`src/hdl/ptd_cfg.svh`:
```
// Constants for the post-trigger delay counter: register map, fields, resets and timing.
// Functional notes
// - A zero delay count starts acquisition right after the trigger, without waiting.
// - Timebase code -1,1,2,3,4,5 selects 200 ns,1 us,10 us,100 us,1 ms,10 ms.
// - The timebase code is ignored whenever the delay count is zero.
// - After reset no delay is programmed, so acquisition follows the trigger.
// - Sample-clock variant needs code zero; ticks are sample timebase over sample_divider.
// - Reset selects sample timebase code 1 with a sample_divider of 1.
// - In pretrigger mode a new delay is refused, kept zero, and a warning raised.
// - Selecting pretrigger mode with a delay programmed clears it and flags an error.
`ifndef PTD_CFG_SVH
`define PTD_CFG_SVH

// Register byte offsets on the APB.
`define PTD_OFF_CTRL 8'h00
`define PTD_OFF_DELAY 8'h04
`define PTD_OFF_RATE 8'h08
`define PTD_OFF_STATUS 8'h0C
`define PTD_OFF_MASK 8'h10
`define PTD_OFF_COUNT 8'h14

// Field positions.
`define PTD_CTRL_PRETRIG 0
`define PTD_CTRL_VARIANT 1
`define PTD_CODE_LSB 16
`define PTD_ST_WARN 0
`define PTD_ST_ERR 1
`define PTD_ST_BAD 2
`define PTD_ST_DONE 3
`define PTD_ST_BUSY 8

// Reset values.
`define PTD_RST_DELAY 16'h0000
`define PTD_RST_DCODE 3'h1
`define PTD_RST_RCODE 3'h1
`define PTD_RST_DIV 16'h0001
`define PTD_RST_MASK 4'h0

// Timebase codes; -1 is held as all ones in three bits.
`define PTD_TB_NONE 3'h0
`define PTD_TB_200NS 3'h7
`define PTD_TB_1US 3'h1
`define PTD_TB_10US 3'h2
`define PTD_TB_100US 3'h3
`define PTD_TB_1MS 3'h4
`define PTD_TB_10MS 3'h5

// Smallest nonzero delay count.
`define PTD_MIN_DELAY 16'h0003

// Tick periods in ns, and cycles at the core clock rate in MHz.
`define PTD_CLK_MHZ 20
`define PTD_T_200NS 200
`define PTD_T_1US 1000
`define PTD_T_10US 10000
`define PTD_T_100US 100000
`define PTD_T_1MS 1000000
`define PTD_T_10MS 10000000
`define PTD_CYC(ns) (((ns) * `PTD_CLK_MHZ) / 1000)

`endif

```
`src/hdl/ptd_pkg.sv`:
```
// Types shared by the post-trigger delay counter files.
package ptd_pkg;
   typedef logic [2:0] ptd_code_t;

   typedef enum logic [1:0] {
      PTD_ST_IDLE = 2'b01,
      PTD_ST_COUNT = 2'b10
   } ptd_state_t;

   typedef struct packed {
      logic psel;
      logic penable;
      logic pwrite;
      logic [7:0] paddr;
      logic [31:0] pwdata;
   } ptd_apb_req_t;

   typedef struct packed {
      logic [31:0] prdata;
      logic pready;
      logic pslverr;
   } ptd_apb_rsp_t;
endpackage

```
`src/hdl/ptd_delay_counter.sv`:
```
// Post-trigger delay counter with APB registers and a masked interrupt.
`timescale 1ns/1ps
`include "ptd_cfg.svh"
module ptd_delay_counter #(
   parameter logic [17:0] P_1MS_CYC = 18'(`PTD_CYC(`PTD_T_1MS)),
   parameter logic [17:0] P_10MS_CYC = 18'(`PTD_CYC(`PTD_T_10MS))
) (
   // Clock and reset
   input wire logic core_clk,
   input wire logic sys_rst,
   // APB slave
   input wire ptd_pkg::ptd_apb_req_t apb_req,
   output ptd_pkg::ptd_apb_rsp_t apb_rsp,
   // Trigger and acquisition sequencing
   input wire logic trig_in,
   output logic acq_start,
   output logic busy,
   // Interrupt
   output logic irq
);
   import ptd_pkg::*;

   ptd_state_t state_r;
   logic pretrig_r;
   logic variant_r;
   logic [15:0] delay_count_r;
   ptd_code_t delay_code_r;
   ptd_code_t rate_code_r;
   logic [15:0] sample_divider_r;
   logic [3:0] status_r;
   logic [3:0] mask_r;
   logic acq_start_r;
   logic [31:0] prdata_r;
   logic [31:0] rd_mux;
   logic [15:0] cnt_value;
   logic tick;
   logic wr;
   logic mapped;
   logic wr_ctrl;
   logic wr_delay;
   logic wr_rate;
   logic wr_status;
   logic wr_mask;
   logic [15:0] new_cnt;
   ptd_code_t new_code;
   logic code_ok;
   logic cnt_ok;
   logic delay_refused;
   logic delay_bad;
   logic delay_accept;
   logic rate_accept;
   logic rate_bad;
   logic pre_clear;
   logic start_now;
   logic load;
   logic terminal;
   logic [3:0] status_set;
   ptd_code_t tick_code;
   logic [15:0] tick_div;

   function automatic logic hit(input logic [7:0] addr, input logic [7:0] off);
      hit = (addr == off);
   endfunction

   function automatic logic own_code_valid(input ptd_code_t c);
      own_code_valid = (c == `PTD_TB_200NS) || (c >= `PTD_TB_1US && c <= `PTD_TB_10MS);
   endfunction

   // APB decode; the slave never inserts wait states.
   assign wr = apb_req.psel && apb_req.penable && apb_req.pwrite;
   assign mapped = hit(apb_req.paddr, `PTD_OFF_CTRL) || hit(apb_req.paddr, `PTD_OFF_DELAY)
      || hit(apb_req.paddr, `PTD_OFF_RATE) || hit(apb_req.paddr, `PTD_OFF_STATUS)
      || hit(apb_req.paddr, `PTD_OFF_MASK) || hit(apb_req.paddr, `PTD_OFF_COUNT);
   assign wr_ctrl = wr && hit(apb_req.paddr, `PTD_OFF_CTRL);
   assign wr_delay = wr && hit(apb_req.paddr, `PTD_OFF_DELAY);
   assign wr_rate = wr && hit(apb_req.paddr, `PTD_OFF_RATE);
   assign wr_status = wr && hit(apb_req.paddr, `PTD_OFF_STATUS);
   assign wr_mask = wr && hit(apb_req.paddr, `PTD_OFF_MASK);

   assign new_cnt = apb_req.pwdata[15:0];
   assign new_code = apb_req.pwdata[`PTD_CODE_LSB +: 3];

   // The sample-clock variant only takes code zero; the own timebase refuses reserved codes.
   assign code_ok = variant_r ? (new_code == `PTD_TB_NONE) : own_code_valid(new_code);
   // Counts of 1 and 2 are refused rather than trusted, since the counter cannot honour them.
   assign cnt_ok = (new_cnt == 16'h0000) || (new_cnt >= `PTD_MIN_DELAY);
   assign delay_refused = wr_delay && pretrig_r;
   // A zero count is accepted whatever code comes with it.
   assign delay_bad = wr_delay && !pretrig_r
      && !(cnt_ok && (new_cnt == 16'h0000 || code_ok));
   assign delay_accept = wr_delay && !pretrig_r && !delay_bad;
   assign rate_accept = wr_rate && own_code_valid(new_code) && new_cnt != 16'h0000;
   assign rate_bad = wr_rate && !rate_accept;
   assign pre_clear = wr_ctrl && apb_req.pwdata[`PTD_CTRL_PRETRIG]
      && delay_count_r != 16'h0000;

   // Control register.
   always_ff @(posedge core_clk) begin
      if (sys_rst) begin
         pretrig_r <= 1'b0;
         variant_r <= 1'b0;
      end else if (wr_ctrl) begin
         pretrig_r <= apb_req.pwdata[`PTD_CTRL_PRETRIG];
         variant_r <= apb_req.pwdata[`PTD_CTRL_VARIANT];
      end
   end

   // Delay setting.
   always_ff @(posedge core_clk) begin
      if (sys_rst) begin
         delay_count_r <= `PTD_RST_DELAY;
         delay_code_r <= `PTD_RST_DCODE;
      end else if (pre_clear) begin
         delay_count_r <= 16'h0000;
      end else if (delay_accept) begin
         delay_count_r <= new_cnt;
         delay_code_r <= new_code;
      end else if (delay_refused) begin
         delay_count_r <= 16'h0000;
      end
   end

   // Sampling rate setting.
   always_ff @(posedge core_clk) begin
      if (sys_rst) begin
         rate_code_r <= `PTD_RST_RCODE;
         sample_divider_r <= `PTD_RST_DIV;
      end else if (rate_accept) begin
         rate_code_r <= new_code;
         sample_divider_r <= new_cnt;
      end
   end

   always_ff @(posedge core_clk) begin
      if (sys_rst) begin
         mask_r <= `PTD_RST_MASK;
      end else if (wr_mask) begin
         mask_r <= apb_req.pwdata[3:0];
      end
   end

   // Tick source: own timebase, or the sample timebase divided by sample_divider.
   assign tick_code = variant_r ? rate_code_r : delay_code_r;
   assign tick_div = variant_r ? sample_divider_r : 16'h0001;

   // A trigger in the cycle that clears the delay starts at once; no stale count is loaded.
   assign start_now = (state_r == PTD_ST_IDLE) && trig_in
      && (delay_count_r == 16'h0000 || pre_clear);
   assign load = (state_r == PTD_ST_IDLE) && trig_in && delay_count_r != 16'h0000
      && !pre_clear;
   assign terminal = (state_r == PTD_ST_COUNT) && tick && cnt_value == 16'h0001;

   ptd_tick_gen #(
      .P_1MS_CYC(P_1MS_CYC),
      .P_10MS_CYC(P_10MS_CYC)
   ) u_tick (
      .core_clk(core_clk),
      .sys_rst(sys_rst),
      .restart(load),
      .code(tick_code),
      .div(tick_div),
      .tick(tick)
   );

   ptd_down_counter u_count (
      .core_clk(core_clk),
      .sys_rst(sys_rst),
      .load(load),
      .load_val(delay_count_r),
      .dec((state_r == PTD_ST_COUNT) && tick),
      .value_r(cnt_value)
   );

   // Sequencer; triggers that arrive while counting are ignored.
   always_ff @(posedge core_clk) begin
      if (sys_rst) begin
         state_r <= PTD_ST_IDLE;
      end else begin
         case (state_r)
            PTD_ST_IDLE: begin
               if (load) begin
                  state_r <= PTD_ST_COUNT;
               end
            end
            PTD_ST_COUNT: begin
               if (terminal || pre_clear) begin
                  state_r <= PTD_ST_IDLE;
               end
            end
            default: state_r <= PTD_ST_IDLE;
         endcase
      end
   end

   always_ff @(posedge core_clk) begin
      if (sys_rst) begin
         acq_start_r <= 1'b0;
      end else begin
         acq_start_r <= start_now || (terminal && !pre_clear);
      end
   end

   // Sticky events; a new event wins over a write-one clear in the same cycle.
   assign status_set = {acq_start_r, delay_bad || rate_bad, pre_clear, delay_refused};
   always_ff @(posedge core_clk) begin
      if (sys_rst) begin
         status_r <= 4'h0;
      end else begin
         status_r <= (status_r & ~(wr_status ? apb_req.pwdata[3:0] : 4'h0))
            | status_set;
      end
   end

   // Read data is captured in the setup phase so prdata comes from a flip-flop.
   always_comb begin
      rd_mux = 32'h0000_0000;
      case (apb_req.paddr)
         `PTD_OFF_CTRL: rd_mux = {30'h0, variant_r, pretrig_r};
         `PTD_OFF_DELAY: rd_mux = {13'h0, delay_code_r, delay_count_r};
         `PTD_OFF_RATE: rd_mux = {13'h0, rate_code_r, sample_divider_r};
         `PTD_OFF_STATUS: rd_mux = {23'h0, busy, 4'h0, status_r};
         `PTD_OFF_MASK: rd_mux = {28'h000_0000, mask_r};
         `PTD_OFF_COUNT: rd_mux = {16'h0000, cnt_value};
         default: rd_mux = 32'h0000_0000;
      endcase
   end

   always_ff @(posedge core_clk) begin
      if (sys_rst) begin
         prdata_r <= 32'h0000_0000;
      end else if (apb_req.psel && !apb_req.penable) begin
         prdata_r <= rd_mux;
      end
   end

   assign apb_rsp.prdata = prdata_r;
   assign apb_rsp.pready = 1'b1;
   assign apb_rsp.pslverr = apb_req.psel && apb_req.penable && !mapped;
   assign acq_start = acq_start_r;
   assign busy = (state_r == PTD_ST_COUNT);
   assign irq = |(status_r & mask_r);
endmodule

```
`src/hdl/ptd_down_counter.sv`:
```
// Loadable 16-bit down counter for the delay.
`timescale 1ns/1ps
module ptd_down_counter (
   // Clock and reset
   input wire logic core_clk,
   input wire logic sys_rst,
   // Control
   input wire logic load,
   input wire logic [15:0] load_val,
   input wire logic dec,
   // State
   output logic [15:0] value_r
);
   always_ff @(posedge core_clk) begin
      if (sys_rst) begin
         value_r <= 16'h0000;
      end else if (load) begin
         value_r <= load_val;
      end else if (dec && value_r != 16'h0000) begin
         value_r <= value_r - 16'h0001;
      end
   end
endmodule

```
`src/hdl/ptd_tick_gen.sv`:
```
// Timebase tick generator: period from a code, stretched by a divider.
`timescale 1ns/1ps
`include "ptd_cfg.svh"
module ptd_tick_gen #(
   parameter logic [17:0] P_1MS_CYC = 18'(`PTD_CYC(`PTD_T_1MS)),
   parameter logic [17:0] P_10MS_CYC = 18'(`PTD_CYC(`PTD_T_10MS))
) (
   // Clock and reset
   input wire logic core_clk,
   input wire logic sys_rst,
   // Control
   input wire logic restart,
   input wire ptd_pkg::ptd_code_t code,
   input wire logic [15:0] div,
   // Tick enable
   output logic tick
);
   import ptd_pkg::*;

   logic [17:0] pre_r;
   logic [15:0] div_r;
   logic [17:0] period;
   logic [15:0] div_eff;
   logic pre_end;
   logic div_end;

   function automatic logic [17:0] tb_period(input ptd_code_t c);
      case (c)
         `PTD_TB_200NS: tb_period = 18'(`PTD_CYC(`PTD_T_200NS));
         `PTD_TB_1US: tb_period = 18'(`PTD_CYC(`PTD_T_1US));
         `PTD_TB_10US: tb_period = 18'(`PTD_CYC(`PTD_T_10US));
         `PTD_TB_100US: tb_period = 18'(`PTD_CYC(`PTD_T_100US));
         `PTD_TB_1MS: tb_period = P_1MS_CYC;
         `PTD_TB_10MS: tb_period = P_10MS_CYC;
         default: tb_period = 18'h0_0001;
      endcase
   endfunction

   assign period = tb_period(code);
   assign div_eff = (div == 16'h0000) ? 16'h0001 : div;
   // Compare with >= so a code change mid-period cannot strand the prescaler.
   assign pre_end = (pre_r >= period - 18'h0_0001);
   assign div_end = (div_r >= div_eff - 16'h0001);
   assign tick = pre_end && div_end && !restart;

   always_ff @(posedge core_clk) begin
      if (sys_rst || restart || pre_end) begin
         pre_r <= 18'h0_0000;
      end else begin
         pre_r <= pre_r + 18'h0_0001;
      end
   end

   always_ff @(posedge core_clk) begin
      if (sys_rst || restart) begin
         div_r <= 16'h0000;
      end else if (pre_end) begin
         div_r <= div_end ? 16'h0000 : div_r + 16'h0001;
      end
   end
endmodule

```
`config.mk`:
```
export PLATFORM = sky130hd
export DESIGN_NAME = ptd_delay_counter
export DESIGN_NICKNAME = d
export VERILOG_FILES = /design/src/hdl/ptd_pkg.sv /design/src/hdl/ptd_delay_counter.sv /design/src/hdl/ptd_down_counter.sv /design/src/hdl/ptd_tick_gen.sv
export VERILOG_INCLUDE_DIRS = /design/src /design/src/hdl
export SDC_FILE = /design/constraint.sdc
export NUM_CORES = 1
export LEC_CHECK = 0
export ABC_AREA = 1
export BUFFER_PORTS_ARGS = -buffer_cell sky130_fd_sc_hd__clkbuf_2
export CAP_MARGIN = 25
export CORE_ASPECT_RATIO = 0.5
export CORE_MARGIN = 2
export CORE_UTILIZATION = 25
export CTS_BUF_LIST = sky130_fd_sc_hd__clkbuf_16
export DETAILED_ROUTE_END_ITERATION = 6
export GPL_ROUTABILITY_DRIVEN = 0
export PLACE_DENSITY = 0.42
export SLEW_MARGIN = 20
export SYNTH_ARGS = -nofsm -noshare
export SYNTH_HDL_FRONTEND = slang
export SYNTH_HIERARCHICAL = 1
export SYNTH_SLANG_ARGS = --single-unit
```
`constraint.sdc`:
```
create_clock -name core_clk -period 4.3 [get_ports core_clk]
set_clock_uncertainty 0.15 [all_clocks]
set_input_delay 0.645 -clock core_clk [delete_from_list [all_inputs] [get_ports core_clk]]
set_output_delay 0.645 -clock core_clk [all_outputs]
set_load 0.005 [all_outputs]
```
# --- Word-level counts from Yosys, hierarchy flattened ---
# Cells that the tools add are included.
word_totals:
  regBits: 133
  latchBits: 0
  ramBits: 0
  rom_bits: 0
  in_bits: 46
  wordCells: 127
  mem_count: 0
op_classes:
  add_sub_neg: 5
  multipliers: 0
  n_div: 0
  n_lt_le_gt_ge: 5
  n_eq_ne: 17
  n_shift: 0
  n_mux: 15
  bitwise_logic: 5
  reduce_logical: 66
op_table:
  columns: ["cell", "count"]
  rows:
  - ["$pmux 19 s6", 1]
  - ["$mux 16", 7]
  - ["$pmux 18 s6", 1]
  - ["$logic_not 16->1", 3]
  - ["$reduce_bool 16->1", 3]
  - ["$sub 16x1->16 const B", 2]
  - ["$logic_and 1x1->1", 30]
  - ["$add 18x1->18 const B", 1]
  - ["$ge 18x18->1", 1]
  - ["$sub 18x1->18 const B", 1]
  - ["$add 16x1->16 const B", 1]
  - ["$eq 16x1->1 const B", 1]
  - ["$eq 8x4->1 const B", 2]
  - ["$eq 8x5->1 const B", 2]
  - ["$ge 16x16->1", 1]
  - ["$ge 16x2->1 const B", 1]
  - ["$logic_or 1x1->1", 14]
  - ["$eq 3x3->1 const B", 4]
  - ["$and 4x4->4", 2]
  - ["$eq 8x3->1 const B", 1]
  - ["$logic_not 1->1", 8]
  - ["$logic_not 8->1", 1]
  - ["$eq 3x2->1 const B", 2]
  - ["$mux 2", 2]
  - ["other kinds (18)", 21]

# --- Depth between registers and ports, before layout ---
# Gate-level depths: netlist of run 1.
logic_depth:
  word_depth: 14
  ltp_mapped: 30

# --- Hierarchy ---
# Netlist of run 1, hierarchy kept.
by_module_without_submodules:
  columns: ["mod", "n_inst", "cells_per_inst", "area_per_inst_um2"]
  rows:
  - ["ptd_delay_counter", 1, 583, 3932.5]
  - ["ptd_tick_gen", 1, 465, 2974.1]
  - ["ptd_down_counter", 1, 195, 1167.4]

# --- Worst setup path before layout of run 1 ---
# Ideal clock, no wire load.
synth_timing:
  path_type: "register -> register"
  from: "reg variant_r"
  to: "reg u_count.value_r[7]"
  setup_ns: 0.126
  arrival_time_ns: 4.059
  setup_slack_ns: -0.035
  stages_incl_launch_ff: 27
  period_less_slack_ns: 4.335
  cell_sequence: "dfxtp_1 > clkbuf_1 > nand2_1 > inv_1 > inv_1 > nand3_1 > nor2_1 > a21oi_1 > ha_1 > nand2_1 > nor4_1 > nand3_1 > xor2_1 > ha_1 > nand2_1 > nor3_1 > nand2_1 > nand2_1 > nand2_1 > nor2_1 > nor3b_1 > nand2_4 > buf_8 > nand3_1 > nand2_1 > nor2_1 > nor2_1"
synth_via:
  elab_chain_len: 10
synth_rtl:
  columns: ["element", "line", "source"]
  rows:
  - ["start, declared", "ptd_delay_counter.sv:25", "logic variant_r;"]
  - ["start signal, assigned", "ptd_delay_counter.sv:104", "variant_r <= apb_req.pwdata[`PTD_CTRL_VARIANT];"]
  - ["$mux 16 *", "ptd_delay_counter.sv:144", "assign tick_div = variant_r ? sample_divider_r : 16'h0001;"]
  - ["net tick_div[5]", "ptd_delay_counter.sv:59", "logic [15:0] tick_div;"]
  - ["$logic_not 16->1", "ptd_tick_gen.sv:40", "assign div_eff = (div == 16'h0000) ? 16'h0001 : div;"]
  - ["$mux 16 *", "ptd_tick_gen.sv:40", null]
  - ["$sub 16x1->16 *", "ptd_tick_gen.sv:43", "assign div_end = (div_r >= div_eff - 16'h0001);"]
  - ["$ge 16x16->1 *", "ptd_tick_gen.sv:43", null]
  - ["$logic_and 1x1->1 * (2 in series)", "ptd_tick_gen.sv:44", "assign tick = pre_end && div_end && !restart;"]
  - ["net tick", "ptd_delay_counter.sv:36", "logic tick;"]
  - ["$logic_and 1x1->1 *", "ptd_delay_counter.sv:170", ".dec((state_r == PTD_ST_COUNT) && tick),"]
  - ["$logic_and 1x1->1 *", "ptd_down_counter.sv:19", "end else if (dec && value_r != 16'h0000) begin"]
  - ["$reduce_bool 2->1 (no line) *", null, null]
  - ["end signal, assigned", "ptd_down_counter.sv:18", "value_r <= load_val;"]
  - ["end signal, assigned", "ptd_down_counter.sv:20", "value_r <= value_r - 16'h0001;"]
  - ["end, declared", "ptd_down_counter.sv:12", "output logic [15:0] value_r"]
# Mark *: on every way through the listed nets, which the timed path passes. The rest lies on a longest branch.
# A chain may end at the register's enable or synchronous reset.

# --- Worst setup path in the final report of run 1 ---
layout_timing:
  from: "reg variant_r"
  to: "reg u_count.value_r[6]"
# Same word-level chain as after synthesis.

==> results.ini, run 1 <==
[clocking]
cts-root-buf=clkbuf_16
clock_insertion_delay_worst_skew_ns=0.44
cts_buffers=17
cts_tree=built
cts-htree-levels=4
cts_num_sinks=120
cts_max_path_buffers=2
clk_pin_slew_ns=0.06
cts_hold_buf=0

[power]
p_leak_nw=4.406
max-vdd-ir-drop_v=0.0002827
p_total_mw=2.660
p_per_area_nw_per_um2=278.3

[min_path]
holdPathStages=2
hold_end=status_r[3]$_SDFF_PP0_
hold_path_class=reg2reg
min_from=acq_start$_SDFF_PP0_

[job]
max_cap_violations=0

[sta]
finalWorstSetupSlack_ns=0.4101
setup_violations=0
tightest_slew_ns=0.6803
fin_crit_sh=0.9046
holdWs_ns=0.3016
fmax_mhz=257.1
min_period_ns=3.890
relSlewSlack=0.5448
rsz0062_at_grt=false
fin_tns_setup_ns=0
hold_viol=0
finalMaxSlewViolations=0

[route]
drtIter0Drc=580
drc_errors=0
routed-via-count=7967
viasPerCell=4.504
avgRoutedWirePerCell_um=13.89
first_pass_iters=5
postRouteAntennaNets=0
routed_wl_mm=24.57

[logic_synthesis]
synth_area_um2=8074
synthCells=1243
avgSynthCellArea_um2=6.496
yosysWarnings=6
ys_types=50
yosysTopAreaCell=dfxtp_1
synth_top_area_share=0.2975
ys_seq_area_frac=0.2975
netlist_top_cells_area=dfxtp_1 (30%), nand2_1 (16%), nor2_1 (8.4%)
ys_seq_elements=120

[place]
place_inst=1737
port_buffers=55
place_ws_ns=0.08244
dp_hpwl_mm=18.83

[finish]
final_cell_mix=nand2_1 (341), nor2_1 (180), inv_1 (120), dfxtp_1 (119), nand3_1 (99)
insertedDiodeCount=0
layout.nets=1406
final_common_cell=nand2_1
area_growth_pct=18.39
drive_gt1_frac=0.1526
final_cells=1769

[worst_setup_path]
arrival_ns=4.07
cp.required_ns=4.48
reg2reg_depth=26
r2r_slack_ns=0.41
worstSetupEndpointType=flop
r2r-start=variant_r$_SDFFE_PP0N_
crit_type=reg2reg
reg2reg_to=u_count/value_r[6]$_SDFFE_PP0P_
worst_setup_path_start_kind=flop
worst-path-max-fanout=9

[status]
outcome=finished, final reports clean

[global_route]
grt_pass1_vias=7368
grt_max_degree=27
grt_pass1_wl_mm=39.34
gr-usage-all-layers=0.1488
antenna_found_initial=0
gr-total-overflow=0

[floorplan]
dieArea_um2=33840
die_x_um=258.2
chipHeight_um=131.1
ios=83
coreArea_um2=31710
initial_utilization=0.2546
rows=46

==> Yosys cell counts (all sizes together) <==
library cell,number
nor3b,3
conb,3
nor2,200
or2,4
nand3b,6
nand2,360
o21ai,47
o21bai,3
o21a,3
ha,36
nor3,17
xor2,21
xnor2,11
clkinv,2
o22ai,1
clkbuf,11
inv,128
dfxtp,120
a21oi,73
a21o,1
and2,1
nand3,108
nor4,3
o211ai,3
nand4,34
and3,1
buf,39
a211oi,4
==> flip-flops by register name, indices dropped and copies added (netlist names), 3 cells and up <==
signal	cells
u_count/value_r	16
sample_divider_r	16
rate_code_r	3
status_r	4
u_tick/pre_r	18
delay_count_r	16
delay_code_r	3
u_tick/div_r	16
prdata_r	19
mask_r	4
==> area by class of cell <==
cell class	instances	area, um2
multi-input combinational	955	4923
inverter	130	491.7
fill	3509	22150
tap	432	540.5
clock buffer	17	425.4
sequential	120	2404
timing repair buffer	100	638.1
clock inverter	15	136.4
==> layer usage <==
metal	track usage	wire (um)	vias to the layer above
li1	-	-	4130
met1	0.1968	12250	3697
met2	0.2453	11270	118
met3	0.03230	791	22
met4	0.04420	248	0
met5	0	0	-
==> worst max path at each step <==
stage,slack (ns),startpoint,endpoint,cells after the start
after floorplan,0.14,variant_r$_SDFFE_PP0N_,u_count/value_r[7]$_SDFFE_PP0P_,26
after global placement,0.14,variant_r$_SDFFE_PP0N_,u_count/value_r[9]$_SDFFE_PP0P_,25
after detailed placement,0.08,variant_r$_SDFFE_PP0N_,u_count/value_r[11]$_SDFFE_PP0P_,28
after CTS,0.07,variant_r$_SDFFE_PP0N_,u_count/value_r[11]$_SDFFE_PP0P_,28
after global routing,0.02,variant_r$_SDFFE_PP0N_,u_count/value_r[6]$_SDFFE_PP0P_,27
final,0.41,variant_r$_SDFFE_PP0N_,u_count/value_r[6]$_SDFFE_PP0P_,26
==> critical path, cell delays in order (launching register included) <==
cell     delay, ns
dfxtp_2       0.36
inv_1         0.05
or2_2         0.31
nor2_1        0.12
nand2_1       0.05
nor2_1        0.15
a21oi_2       0.09
ha_2          0.20
nand2_1       0.11
nor4_2        0.05
buf_4         0.13
nand3_1       0.08
xor2_1        0.20
ha_1          0.26
nand2_1       0.11
o21ai_1       0.10
a21oi_2       0.14
nand2_2       0.11
nand2_4       0.10
nor2_1        0.04
nor3b_2       0.15
buf_4         0.16
nand2_8       0.10
nand2_2       0.09
buf_4         0.17
o21ai_0       0.13
a21oi_1       0.05
==> logic make-up after synthesis <==
family / after synthesis / share of synthesized area
other: 3 / 0.001395
adders and majority gates: 36 / 0.05579
AOI/OAI and AO/OA: 135 / 0.08973
DFF: 120 / 0.2975
and+or+nand+nor: 737 / 0.4159
buffers and inverters: 180 / 0.1049
xor gates and xnor gates: 32 / 0.03471
==> power breakdown <==
group          switching, mW  internal, mW  total (mW)
clock network          0.567         0.841        1.41
logic                 0.0948        0.0360       0.131
registers            0.00466          1.12        1.12
total                  0.667          1.99        2.66
==> through the flow <==
stage,cell area [um2],utilization
floorplan,8124,-
global placement,8947,0.2821
detailed placement,8947,0.2821
CTS,9509,0.2999
global route,9559,0.3014
finish,9559,0.3014
==> timing repair <==
action | CTS | global route
endpoints found under the setup margin | 0 | 19
resized for setup | 0 | 13
setup buffers | 0 | 0
Note: power is estimated with default switching activity, not from simulation.
==> run 2, diff against run 1 <==
CORE_UTILIZATION = 43   (was 25)
PLACE_DENSITY = 0.64   (was 0.42)
SYNTH_HIERARCHICAL = default   (was 1)
==> run 2 against run 1 <==
Die area fell by 45%. First-iteration DRC count fell by 9.3%. Setup slack lost 0.023 ns. Sequential cell count did not move. Sequential power hardly changed. Final cell count down 20%.
==> results.ini, run 2 <==
[route]
drtIter0Drc=526
viasPerCell=5.227
routed_wl_mm=20.50
postRouteAntennaNets=0
avgRoutedWirePerCell_um=14.52
drc_errors=0
routed-via-count=7380
first_pass_iters=5

[finish]
fillers=1697
final_cell_mix=nand2_1 (229), inv_1 (169), nor2_1 (129), dfxtp_1 (118), a21oi_1 (90)
layout.nets=1255
multi_input_area_um2=4202
reg.largest.list=prdata_r (19), u_tick.pre_r (18)
register_area_um2=2407
largest_register=prdata_r
area_growth_pct=12.82
insertedDiodeCount=0
largest_reg_flops=19
drive_gt1_frac=0.1030
post-route-cell-area_um2=8426
final_common_cell=nand2_1

[logic_synthesis]
ys_types=40
avgSynthCellArea_um2=6.668
yosysMostFrequentCell=nand2_1
yosys-top-cells-count=nand2_1 (229), inv_1 (169), nor2_1 (129)
synth.mux.area_fraction=0
yosysTopAreaCell=dfxtp_1
synth-xor-area-share=0.04339
yosysWarnings=0
ys_seq_elements=120
synthArstFlopShare=0
ys_seq_area_frac=0.3217
netlist_top_cells_area=dfxtp_1 (32%), nand2_1 (12%), inv_1 (8.5%)
synthCells=1120
synth-edff-count=0
synth_compound_area_frac=0.1513
synthAdderAreaFrac=0.06199
synth_top_area_share=0.3217
synth-simple-area-share=0.2967
synth_area_um2=7468
synthFlopType=dfxtp_1
synth_top_family_by_area=simple AND/OR/NAND/NOR gates

[floorplan]
ios=83
dieArea_um2=18500
coreArea_um2=16680
die_x_um=190.4
initial_utilization=0.4477
chipHeight_um=97.19
rows=33

[worst_setup_path]
reg2reg_depth=25
slowest_delay_ns=0.47
path_buf_inv=6
cp_slowest_cell=dfxtp_1
critPathTopFamily=simple AND/OR/NAND/NOR gates
crit_type=reg2reg
worstSetupEndpointType=flop
reg2reg_to=u_count.value_r[14]$_SDFFE_PP0P_
worst-path-max-fanout=16
arrival_ns=4.11
worst_setup_path_start_kind=flop
r2r_slack_ns=0.39
r2r-start=sample_divider_r[2]$_SDFFE_PP0P_
cp.required_ns=4.50

[global_route]
gr-usage-all-layers=0.2291
gr-total-overflow=0
grt_max_degree=49
grt_pass1_vias=6836
grt_pass1_wl_mm=33.95
antenna_found_initial=0

[clocking]
cts_num_sinks=120
cts_tree=built
post_cts.repair.setup_buffers=0
clock_insertion_delay_worst_skew_ns=0.42
clk_pin_slew_ns=0.06
cts-htree-levels=4
cts_buffers=17
cts-root-buf=clkbuf_16
cts_max_path_buffers=2

[min_path]
hold_end=status_r[3]$_SDFF_PP0_
min_from=acq_start$_SDFF_PP0_
hold_path_class=reg2reg
holdPathStages=2

[place]
dp_hpwl_mm=15.61
port_buffers=55
place_area_um2=7879

[sta]
rsz0062_at_grt=false
finalMaxSlewViolations=0
relSlewSlack=0.5104
fmax_mhz=255.5
hold_viol=0
fin_crit_sh=0.9101
setup_violations=0
min_period_ns=3.913
holdWs_ns=0.3053
fin_tns_setup_ns=0
tightest_slew_ns=0.7323

[status]
outcome=finished, final reports clean

[power]
p_per_area_nw_per_um2=300.0
p_leak_nw=3.700
max-vdd-ir-drop_v=0.0002874

[job]
max_cap_violations=0

==> run 2: cell types whose count changed after synthesis, sizes merged, moves of 17 or more <==
cell and change:
inv +45, a21oi +18, o22ai +22, nand2 -126, nor2 -67, o21ai +17, nand3 -33
==> run 2: power breakdown <==
group	total [mW]	switching [mW]	leakage (nW)	internal, mW
registers	1.12	0.00486	0.969	1.12
clock network	1.30	0.564	0.245	0.734
logic	0.109	0.0770	2.49	0.0324
==> run 2: worst max path at each step <==
stage	startpoint	cells past startpoint	slack (ns)	to
after floorplan	variant_r$_SDFFE_PP0P_	28	0.54	u_count.value_r[10]$_SDFFE_PP0P_
after global placement	variant_r$_SDFFE_PP0P_	25	0.26	u_count.value_r[1]$_SDFFE_PP0P_
after detailed placement	variant_r$_SDFFE_PP0P_	25	0.16	u_count.value_r[14]$_SDFFE_PP0P_
after CTS	variant_r$_SDFFE_PP0P_	25	0.07	u_count.value_r[14]$_SDFFE_PP0P_
after global routing	variant_r$_SDFFE_PP0P_	25	0.008	u_count.value_r[14]$_SDFFE_PP0P_
final	sample_divider_r[2]$_SDFFE_PP0P_	25	0.39	u_count.value_r[14]$_SDFFE_PP0P_
==> run 2: timing repair <==
item                                   4_1_cts  5_1_grt
gates resized for setup                      0        5
setup endpoints to repair                    0       32
endpoints found under the hold margin        0        0
hold buffers                                 0        0
==> run 2: stage by stage <==
step	power, mW	utilization	worst slack (ns)	instances
floorplan	1.217	-	0.5394	1133
global placement	1.252	0.4723	0.2626	1380
detailed placement	1.253	0.4723	0.1569	1380
CTS	2.538	0.5041	0.07341	1412
global route	2.612	0.5051	0.008080	1412
finish	2.528	0.5051	0.3867	1412
==> run 2: area by class of cell <==
| type | instances | share of cell area |
|---|---|---|
| repair buffers | 65 | 0.04158 |
| clock inverters | 15 | 0.01233 |
| clock buffers | 17 | 0.05049 |
| inverters | 174 | 0.07752 |
| well taps | 227 | 0.03371 |
| multi-input cells | 794 | 0.4987 |
| flip-flops and latches | 120 | 0.2857 |
==> run 2: logic make-up (layout without fill, tap and decap cells) <==
| group | count (synthesis) | after routing |
|---|---|---|
| and+or+nand+nor | 502 | 502 |
| buffers and inverters | 219 | 271 |
| AOI/OAI and AO/OA | 203 | 203 |
| DFF | 120 | 120 |
| adders and majority gates | 37 | 37 |
| xor gates and xnor gates | 37 | 37 |
| other | 2 | 15 |
==> run 2: worst min-delay path, stage by stage, from the launching register on <==
cell and delay [ns]:
dfxtp_1 0.31, inv_1 0.05, a21oi_1 0.05
==> run 2: layer usage <==
layer | share of wire | global-route usage | routed length, um | up-vias
li1 | - | - | - | 3739
met1 | 0.47 | 0.3067 | 9628 | 3399
met2 | 0.45 | 0.3656 | 9155 | 208
met3 | 0.061 | 0.04948 | 1244 | 34
met4 | 0.023 | 0.07573 | 471 | 0
met5 | 0 | 0 | 0 | -
